**src/verilog/asw_consts.vh**
```
// constants for the converter sample window control block
// assumes one 200 MHz clock that also serves as the conversion clock
//
// Behaviour
// - window high samples, falling edge starts conversion
// - every conversion lasts exactly 13 clocks
// - window from trigger directly or sample timer
// - two-bit select: software bit or three timer outputs
// - invert setting flips selected trigger polarity
// - first cycle needs rising edge after enable
// - after enable clears, next rising edge starts last
// - pulse mode: soft bit starts; else level samples
// - pulse mode: rising edge starts sample timer
// - slots 0-7 low code, 8-15 high code
// - sample duration is four clocks times count
// - codes 0-11 decode table, 12-15 give 256
// - pulse window spans sync plus sample time
// - pulse mode ignores edges until cycle completes
// - extended mode: trigger drives window, sync delay
// - auto repeat needs timer and nonzero sequence
// - auto repeat off: one edge per cycle
// - auto repeat on: back-to-back until enable clears; list-once mode also stops at sequence end
// - enable behaves the same with auto repeat
// - sequence mode encodes four conversion patterns
`ifndef ASW_CONSTS_VH
`define ASW_CONSTS_VH

// *****************************
// register map, byte addresses
// *****************************
`define ASW_ADDR_W 4
`define ASW_REG_CTRL 4'h0
`define ASW_REG_STATUS 4'h4

// *****************************
// control register fields
// *****************************
`define ASW_CTRL_SOFT_START 0
`define ASW_CTRL_CONV_ENABLE 1
`define ASW_CTRL_PULSE_SEL 2
`define ASW_CTRL_TRIG_INVERT 3
`define ASW_CTRL_TRIG_SRC_LO 4
`define ASW_CTRL_TRIG_SRC_HI 5
`define ASW_CTRL_AUTO_REPEAT 6
`define ASW_CTRL_SEQ_LO 8
`define ASW_CTRL_SEQ_HI 9
`define ASW_CTRL_LOW_TIME_LO 12
`define ASW_CTRL_LOW_TIME_HI 15
`define ASW_CTRL_HIGH_TIME_LO 16
`define ASW_CTRL_HIGH_TIME_HI 19
`define ASW_CTRL_MASK 32'h000F_F37F
`define ASW_CTRL_RESET 32'h0000_0000

// *****************************
// trigger sources and sequence modes
// *****************************
`define ASW_SRC_SOFT 2'h0
`define ASW_SRC_TMR_A1 2'h1
`define ASW_SRC_TMR_B0 2'h2
`define ASW_SRC_TMR_B1 2'h3
`define ASW_SEQ_SINGLE_ONCE 2'h0
`define ASW_SEQ_LIST_ONCE 2'h1
`define ASW_SEQ_SINGLE_REPEAT 2'h2
`define ASW_SEQ_LIST_REPEAT 2'h3

// *****************************
// timing counts in conversion clocks
// *****************************
`define ASW_CONV_CYCLES 11'd13
`define ASW_SAMPLE_MULT 11'd4
`define ASW_SYNC_CYCLES 11'd2
`define ASW_CNT_W 11

`endif

```
**src/verilog/asw_sample_window_control.v**
```verilog
// sample window control for a 12-bit successive-approximation converter
// assumes trigger inputs synchronous to clk, an Avalon-MM master on the bus,
// and a sequencer that reports the result slot and the end of a sequence
//
// The implementer's own choices: register access over Avalon-MM and the register addresses.
`timescale 1ns/100ps
`include "asw_consts.vh"

module asw_sample_window_control (
   input wire clk,
   input wire reset_n,
   input wire clkEn,
   input wire [3:0] avsAddress,
   input wire avsRead,
   input wire avsWrite,
   input wire [31:0] avsWriteData,
   input wire [3:0] avsByteEnable,
   output reg [31:0] avsReadData,
   output wire avsWaitRequest,
   input wire firstTimerOutputOne,
   input wire secondTimerOutputZero,
   input wire secondTimerOutputOne,
   input wire [3:0] resultSlot,
   input wire sequenceEnd,
   output reg sampleWindow,
   output reg converting,
   output reg conversionDone,
   output reg busy
);

   // *****************************
   // states and decode functions
   // *****************************
   localparam ST_IDLE = 2'h0;
   localparam ST_SAMPLE = 2'h1;
   localparam ST_EXTEND = 2'h2;
   localparam ST_CONVERT = 2'h3;

   function [`ASW_CNT_W-1:0] decodeTimeCode;
      input [3:0] code;
      begin
         case (code)
            4'h0: decodeTimeCode = 11'd1;
            4'h1: decodeTimeCode = 11'd2;
            4'h2: decodeTimeCode = 11'd4;
            4'h3: decodeTimeCode = 11'd8;
            4'h4: decodeTimeCode = 11'd16;
            4'h5: decodeTimeCode = 11'd24;
            4'h6: decodeTimeCode = 11'd32;
            4'h7: decodeTimeCode = 11'd48;
            4'h8: decodeTimeCode = 11'd64;
            4'h9: decodeTimeCode = 11'd96;
            4'hA: decodeTimeCode = 11'd128;
            4'hB: decodeTimeCode = 11'd192;
            default: decodeTimeCode = 11'd256;
         endcase
      end
   endfunction

   function [31:0] mergeBytes;
      input [31:0] oldVal;
      input [31:0] newVal;
      input [3:0] be;
      integer i;
      begin
         mergeBytes = oldVal;
         for (i = 0; i < 4; i = i + 1) begin
            if (be[i]) begin
               mergeBytes[i*8 +: 8] = newVal[i*8 +: 8];
            end
         end
      end
   endfunction

   // *****************************
   // reset release
   // *****************************
   reg rstMeta_r;
   reg rstSync_r;
   wire rstN;

   always @(posedge clk or negedge reset_n) begin
      if (!reset_n) begin
         rstMeta_r <= 1'b0;
         rstSync_r <= 1'b0;
      end else begin
         rstMeta_r <= 1'b1;
         rstSync_r <= rstMeta_r;
      end
   end
   assign rstN = rstSync_r;

   // *****************************
   // bus slave
   // *****************************
   reg ack_r;
   reg [31:0] ctrl_r;
   reg [31:0] ctrl_nxt;
   reg [31:0] readData_nxt;
   wire busReq;
   wire busDone;
   wire busWrite;
   wire isCtrl;
   wire isStatus;

   // one wait state: request is answered at the second edge
   assign busReq = avsRead | avsWrite;
   assign busDone = busReq & ack_r & clkEn;
   assign avsWaitRequest = busReq & ~(ack_r & clkEn);
   assign busWrite = avsWrite & busDone;
   assign isCtrl = (avsAddress == `ASW_REG_CTRL);
   assign isStatus = (avsAddress == `ASW_REG_STATUS);

   // *****************************
   // control fields
   // *****************************
   wire softStart = ctrl_r[`ASW_CTRL_SOFT_START];
   wire convEnable = ctrl_r[`ASW_CTRL_CONV_ENABLE];
   wire pulseSel = ctrl_r[`ASW_CTRL_PULSE_SEL];
   wire trigInvert = ctrl_r[`ASW_CTRL_TRIG_INVERT];
   wire [1:0] trigSrc = ctrl_r[`ASW_CTRL_TRIG_SRC_HI:`ASW_CTRL_TRIG_SRC_LO];
   wire autoRepeat = ctrl_r[`ASW_CTRL_AUTO_REPEAT];
   wire [1:0] seqMode = ctrl_r[`ASW_CTRL_SEQ_HI:`ASW_CTRL_SEQ_LO];
   wire [3:0] lowTime = ctrl_r[`ASW_CTRL_LOW_TIME_HI:`ASW_CTRL_LOW_TIME_LO];
   wire [3:0] highTime = ctrl_r[`ASW_CTRL_HIGH_TIME_HI:`ASW_CTRL_HIGH_TIME_LO];

   // *****************************
   // trigger selection and synchroniser
   // *****************************
   reg trigSel;
   reg trigMeta_r;
   reg trigSync_r;
   reg trigPrev_r;
   reg enPrev_r;
   wire trigLevel;
   wire trigRise;
   wire enFall;

   always @* begin
      if (trigSrc == `ASW_SRC_SOFT) begin
         trigSel = softStart;
      end else if (trigSrc == `ASW_SRC_TMR_A1) begin
         trigSel = firstTimerOutputOne;
      end else if (trigSrc == `ASW_SRC_TMR_B0) begin
         trigSel = secondTimerOutputZero;
      end else begin
         trigSel = secondTimerOutputOne;
      end
   end

   always @(posedge clk or negedge rstN) begin
      if (!rstN) begin
         trigMeta_r <= 1'b0;
         trigSync_r <= 1'b0;
         trigPrev_r <= 1'b0;
      end else if (clkEn) begin
         trigMeta_r <= trigSel ^ trigInvert;
         trigSync_r <= trigMeta_r;
         trigPrev_r <= trigSync_r;
      end
   end

   // enable is a register bit already in this domain, so one flop will do
   always @(posedge clk or negedge rstN) begin
      if (!rstN) begin
         enPrev_r <= 1'b0;
      end else if (clkEn) begin
         enPrev_r <= convEnable;
      end
   end

   // a pulse already high when enable rises gives no edge here
   assign trigLevel = trigSync_r;
   assign trigRise = trigSync_r & ~trigPrev_r;
   assign enFall = enPrev_r & ~convEnable;

   // *****************************
   // sample and convert sequencer
   // *****************************
   reg [1:0] state_r;
   reg [1:0] state_nxt;
   reg [`ASW_CNT_W-1:0] cnt_r;
   reg [`ASW_CNT_W-1:0] cnt_nxt;
   reg repeatRun_r;
   reg repeatRun_nxt;
   reg lastPending_r;
   reg lastPending_nxt;
   reg done_nxt;
   wire [`ASW_CNT_W-1:0] sampleLoad;
   wire repeatAllowed;
   wire startOk;
   wire autoCont;

   // sync interval counted into the window so its length is fixed
   assign sampleLoad = `ASW_SYNC_CYCLES +
      `ASW_SAMPLE_MULT * decodeTimeCode(resultSlot[3] ? highTime : lowTime) - 11'd1;
   assign repeatAllowed = autoRepeat & pulseSel & (seqMode != `ASW_SEQ_SINGLE_ONCE);
   assign startOk = trigRise & (convEnable | lastPending_r);
   assign autoCont = repeatRun_r & repeatAllowed & convEnable;

   always @* begin
      state_nxt = state_r;
      cnt_nxt = cnt_r;
      repeatRun_nxt = repeatRun_r;
      lastPending_nxt = lastPending_r;
      done_nxt = 1'b0;
      if (enFall) begin
         lastPending_nxt = 1'b1;
         repeatRun_nxt = 1'b0;
      end else if (convEnable) begin
         lastPending_nxt = 1'b0;
      end
      if (sequenceEnd && seqMode == `ASW_SEQ_LIST_ONCE) begin
         repeatRun_nxt = 1'b0;
      end
      case (state_r)
         ST_IDLE: begin
            // edges are only looked at here, so a running cycle misses them
            if (startOk) begin
               if (!convEnable) begin
                  lastPending_nxt = 1'b0;
               end
               if (pulseSel) begin
                  state_nxt = ST_SAMPLE;
                  cnt_nxt = sampleLoad;
                  repeatRun_nxt = repeatAllowed & convEnable;
               end else begin
                  state_nxt = ST_EXTEND;
               end
            end
         end
         ST_SAMPLE: begin
            if (cnt_r == {`ASW_CNT_W{1'b0}}) begin
               state_nxt = ST_CONVERT;
               cnt_nxt = `ASW_CONV_CYCLES - 11'd1;
            end else begin
               cnt_nxt = cnt_r - 11'd1;
            end
         end
         ST_EXTEND: begin
            if (!trigLevel) begin
               state_nxt = ST_CONVERT;
               cnt_nxt = `ASW_CONV_CYCLES - 11'd1;
            end
         end
         default: begin
            if (cnt_r == {`ASW_CNT_W{1'b0}}) begin
               done_nxt = 1'b1;
               if (autoCont) begin
                  state_nxt = ST_SAMPLE;
                  cnt_nxt = sampleLoad;
               end else begin
                  state_nxt = ST_IDLE;
               end
            end else begin
               cnt_nxt = cnt_r - 11'd1;
            end
         end
      endcase
   end

   always @(posedge clk or negedge rstN) begin
      if (!rstN) begin
         state_r <= ST_IDLE;
         cnt_r <= {`ASW_CNT_W{1'b0}};
         repeatRun_r <= 1'b0;
         lastPending_r <= 1'b0;
      end else if (clkEn) begin
         state_r <= state_nxt;
         cnt_r <= cnt_nxt;
         repeatRun_r <= repeatRun_nxt;
         lastPending_r <= lastPending_nxt;
      end
   end

   // *****************************
   // registered outputs
   // *****************************
   // decoded from the next state so outputs line up with the state flops
   wire windowNxt;
   wire convertNxt;
   wire busyNxt;

   assign windowNxt = (state_nxt == ST_SAMPLE) | (state_nxt == ST_EXTEND);
   assign convertNxt = (state_nxt == ST_CONVERT);
   assign busyNxt = (state_nxt != ST_IDLE) | repeatRun_nxt;

   always @(posedge clk or negedge rstN) begin
      if (!rstN) begin
         sampleWindow <= 1'b0;
         converting <= 1'b0;
         conversionDone <= 1'b0;
         busy <= 1'b0;
      end else if (clkEn) begin
         sampleWindow <= windowNxt;
         converting <= convertNxt;
         conversionDone <= done_nxt;
         busy <= busyNxt;
      end
   end

   // *****************************
   // status word
   // *****************************
   // read-only snapshot; writes to this offset are dropped
   wire [31:0] statusWord;

   assign statusWord = {26'h0, lastPending_r, repeatRun_r, trigLevel, converting, sampleWindow, busy};

   // *****************************
   // register writes and reads
   // *****************************
   always @* begin
      ctrl_nxt = ctrl_r;
      if (busWrite && isCtrl) begin
         ctrl_nxt = (mergeBytes(ctrl_r, avsWriteData, avsByteEnable) & `ASW_CTRL_MASK);
      end
      // soft start clears itself when a timed cycle ends with no auto repeat following; a write of one wins
      if (pulseSel && done_nxt && !autoCont && ctrl_r[`ASW_CTRL_SOFT_START]) begin
         if (!(busWrite && isCtrl && avsByteEnable[0] && avsWriteData[`ASW_CTRL_SOFT_START])) begin
            ctrl_nxt[`ASW_CTRL_SOFT_START] = 1'b0;
         end
      end
   end

   always @* begin
      if (isCtrl) begin
         readData_nxt = ctrl_r;
      end else if (isStatus) begin
         readData_nxt = statusWord;
      end else begin
         readData_nxt = 32'h0000_0000;
      end
   end

   // the ack flop, stepped by clkEn, paces the bus, one wait state per access while clkEn is high
   always @(posedge clk or negedge rstN) begin
      if (!rstN) begin
         ack_r <= 1'b0;
      end else if (clkEn) begin
         ack_r <= busReq & ~ack_r;
      end
   end

   always @(posedge clk or negedge rstN) begin
      if (!rstN) begin
         ctrl_r <= `ASW_CTRL_RESET;
         avsReadData <= 32'h0000_0000;
      end else if (clkEn) begin
         ctrl_r <= ctrl_nxt;
         if (avsRead && !ack_r) begin
            avsReadData <= readData_nxt;
         end
      end
   end

endmodule

```
**config.mk**
```make
export PLATFORM = sky130hd
export DESIGN_NAME = asw_sample_window_control
export DESIGN_NICKNAME = d
export VERILOG_FILES = /design/src/verilog/asw_sample_window_control.v
export VERILOG_INCLUDE_DIRS = /design/src /design/src/verilog
export SDC_FILE = /design/constraint.sdc
export NUM_CORES = 1
export LEC_CHECK = 0
export BUFFER_PORTS_ARGS = -buffer_cell sky130_fd_sc_hd__buf_2
export CAP_MARGIN = 5
export CORE_UTILIZATION = 52
export DETAILED_ROUTE_END_ITERATION = 10
export PLACE_DENSITY = 0.8
export SETUP_SLACK_MARGIN = 0.1
export SYNTH_ARGS = -nofsm -noshare
export SYNTH_HDL_FRONTEND = slang
export SYNTH_SLANG_ARGS = --single-unit
```
**constraint.sdc**
```tcl
create_clock -name clk -period 2.57 [get_ports clk]
set_input_delay 0.3855 -clock clk [delete_from_list [all_inputs] [get_ports clk]]
set_output_delay 0.3855 -clock clk [all_outputs]
set_load 0.05 [all_outputs]
```
==> key figures <==
Worst hold path
  • Worst Hold Launch: avsWriteData[18]
  • Classification of the worst-slack hold path: input pin to register

Power
  • Clock Power Share: 26.2%
  • NetSw: 0.00139 W
  • Maximum VDD drop: 0.680 mV
  • Fraction of power consumed by sequential logic: 36.8%
  • Proportion of total power due to net switching: 38.4%
  • Int Pwr: 0.00223 W
  • Power per cell area: 976 nW/um^2
  • Comb power frac: 37.0%
  • Leakage power of the design: 1.78 nW

Placed design
  • RePlAce Congestion: 0.846
  • Worst slack after detailed placement: 0.312 ns
  • Port bufs: 55
  • Total placed cells including tap cells: 424
  • HPWL after detailed placement: 4810 um

Routing
  • First-iteration detailed-routing DRC count: 108
  • Routed vias: 2545
  • Average wire length per cell after detail routing: 15.3 um
  • Via count normalized by instance count: 5.78
  • Number of antenna-violating nets in the routed design: 0
  • Remaining DRCs: 0
  • DRT Pass-1 Iters: 5
  • WL final: 6730 um

Clocking
  • Clock latency on the worst-skew pair: 0.35 ns
  • Number of clock sinks: 60
  • Clock input transition at the sequential cells of the worst setup and hold paths: 0.07 ns
  • # H-tree levels: 3
  • Clock tree from TritonCTS: built
  • Number of instances resized during post-cts repair: 0
  • Clock buffers created by TritonCTS: 9
  • Buffer cell driving the clock tree root: clkbuf_8
  • Clock Path Buffers: 2
  • Number of setup buffers added after CTS: 0

Timing
  • PnR worst setup slack: 0.292 ns
  • Total negative slack for setup checks: 0 ns
  • Final setup violating endpoints: 0
  • Transition time at the pin with the least slew margin: 0.702 ns
  • Count of endpoints failing hold in the final timing report: 0
  • Achievable clock frequency: 0.439 GHz
  • Worst clock skew: 0.00867 ns
  • Final critical path time including I/O delays and setup: 2.28 ns
  • Worst max-slew margin expressed relative to the limit: 53.2%
  • Final count of pins violating max slew: 0
  • Setup repair after global routing missed its margin: false
  • Final period utilization: 88.6%

Worst setup path
  • Critical path origin: cnt_r[4]
  • Required time worst endpoint: 2.80 ns
  • Crit Reg-Reg Startpoint: cnt_r[4]
  • Maximum fanout encountered on the critical timing path: 6
  • CP Data Arrival Time: 2.51 ns
  • Start-to-end type of the worst setup path: register to register
  • CP Capture Type: register
  • Element type at the critical path start: register
  • Worst reg2reg setup slack: 0.29 ns

Logic synthesis
  • Cells after synthesis: 300
  • Sequential element share of the synthesized area: 47.3%
  • Fraction of synthesis flops using an asynchronous set or reset pin: 100%
  • Library cell with the largest summed area after synthesis: dfrtp_1
  • Number of enable flip-flop cells after synthesis: 0
  • Mean instance size in the synthesized netlist: 10.6 um^2
  • Most common library cells after synthesis: dfrtp_1 (60), mux2_2 (22), nand2_1 (21)
  • Cell with the most instances after synthesis: dfrtp_1
  • Library cells used by synthesis: 56
  • Ys flop type: dfrtp_1
  • Area fraction of the dominant cell type after synthesis: 47.3%
  • Post-Syn Area: 3170 um^2
  • Number of synthesized register bits: 60
  • Count of warnings emitted by yosys: 0
  • Cell types occupying the most area after synthesis: dfrtp_1 (47%), mux2_2 (7.8%), buf_4 (3.8%), a22o_1 (3.0%), mux2i_1 (2.8%)

Global routing
  • Vias in the first global route: 2412
  • First-pass GRT wire length: 11100 um
  • Initial antenna violation count: 0
  • Largest net degree at the start of global routing: 59
  • GRT Resource Usage Total: 23.1%
  • Total congestion overflow: 0

Cells and area
  • Area grow syn2layout: 16.8%
  • Layout Utilization: 63.0%
  • Final nets: 418
  • Layout cell share with drive strength beyond 1: 31.2%
  • Count of filler cells inserted in the layout: 480
  • Final instance count without filler cells: 440
  • Diode count: 0

Floorplan
  • Die Footprint: 6420 um^2
  • I/O pin count: 90
  • Initial core utilization: 53.9%
  • # rows: 28
  • Vertical die dimension: 80.1 um
  • Core Area: 5890 um^2
  • Die Span X: 80.1 um

Outcome
  • Outcome: finished, final reports clean

Flow run
  • Max-Cap Viols: 0
-- what timing repair did --
| item | CTS | global route |
|---|---|---|
| hold buffers | 1 | 0 |
| hold endpoints to repair | 2 | 0 |
| endpoints found under the setup margin | 0 | 0 |
-- layout make-up --
type | count | area, um^2 | area share, %
Sequential cell | 60 | 1500 | 40.5
Tap cell | 75 | 93.8 | 2.53
Timing Repair Buffer | 65 | 353 | 9.52
Inverter | 15 | 56.3 | 1.52
Multi-Input combinational cell | 210 | 1480 | 39.8
Clock inverter | 4 | 72.6 | 1.96
Clock buffer | 11 | 151 | 4.09
-- final timing paths --
path                                      to  cells past startpoint
worst max-delay path            sampleWindow                      7
worst min-delay path              ctrl_r[18]                      2
worst max register to register  sampleWindow                      7
worst min register to register          rstN                      0
max in group asynchronous         state_r[1]                      1
min in group asynchronous               rstN                      2
-- power groups by stage --
stage | logic (W) | registers (W) | clock network (W)
after floorplan | 0.000980 | 0.00140 | 0
after global placement | 0.00129 | 0.00134 | 0
after detailed placement | 0.00133 | 0.00134 | 0
after CTS | 0.00134 | 0.00133 | 0.000966
after global routing | 0.00149 | 0.00136 | 0.00102
final | 0.00134 | 0.00133 | 0.000949
-- per-layer routing --
layer | GRT usage [%] | up-vias | part of all wire (%)
met1 | 28.0 | 1258 | 42
met5 | 0 | - | 0
met2 | 38.7 | 79 | 51
met3 | 6.93 | 13 | 5.4
met4 | 8.57 | 0 | 1.7
li1 | - | 1195 | -
-- critical path, cell delays in order, from the launching register on --
cell	delay, ns
dfrtp_1	0.44
nor4_4	0.43
and4_1	0.33
a221oi_1	0.10
a31oi_1	0.26
inv_1	0.08
ha_1	0.26
mux2_2	0.27
-- flip-flops by register name, indices dropped and copies added (netlist names), 2 cells and up --
register / count
avsReadData: 17
ctrl_r: 17
cnt_r: 11
state_r: 2
-- cell usage in the layout (no fill, tap or decap), drive strengths merged, types with 2 or more instances in the layout --
cell type and n:
ha 4, or2 2, a21oi 13, nor4 8, a32oi 2, nor2 21, a22o 11, a31oi 2
o31ai 9, clkbuf 11, o21ai 21, nor3 7, xnor2 2, nor2b 2, mux2i 9, or4 3
a221oi 2, a211oi 2, o211ai 2, inv 15, buf 64, bufinv 2, a22oi 3, nand2 22
nand4 3, dfrtp 60, conb 16, mux2 22, nand2b 2, and4 2
-- logic make-up (layout without fill, tap and decap cells) --
family | Yosys count | in the layout | share of synthesized area [%]
XOR/XNOR | 2 | 2 | 0.552
AO/OA/AOI/OAI | 77 | 77 | 17.4
other | 2 | 16 | 0.237
buffers and inverters | 44 | 95 | 7.77
AND/OR/NAND/NOR | 79 | 79 | 13.7
flip-flops | 60 | 60 | 47.3
adder cells (fa/ha/maj) | 4 | 4 | 1.58
multiplexers | 32 | 32 | 11.4
-- through the flow --
stage,hold WS [ns],power [W],area [um^2]
5_1_grt,0.254,0.00386,3710
3_5_place_dp,0.171,0.00267,3470
2_1_floorplan,0.0899,0.00238,3220
6_report,0.265,0.00362,3710
3_3_place_gp,0.170,0.00262,3470
4_1_cts,0.260,0.00363,3710
No activity file was read; power rests on OpenSTA's default activity.
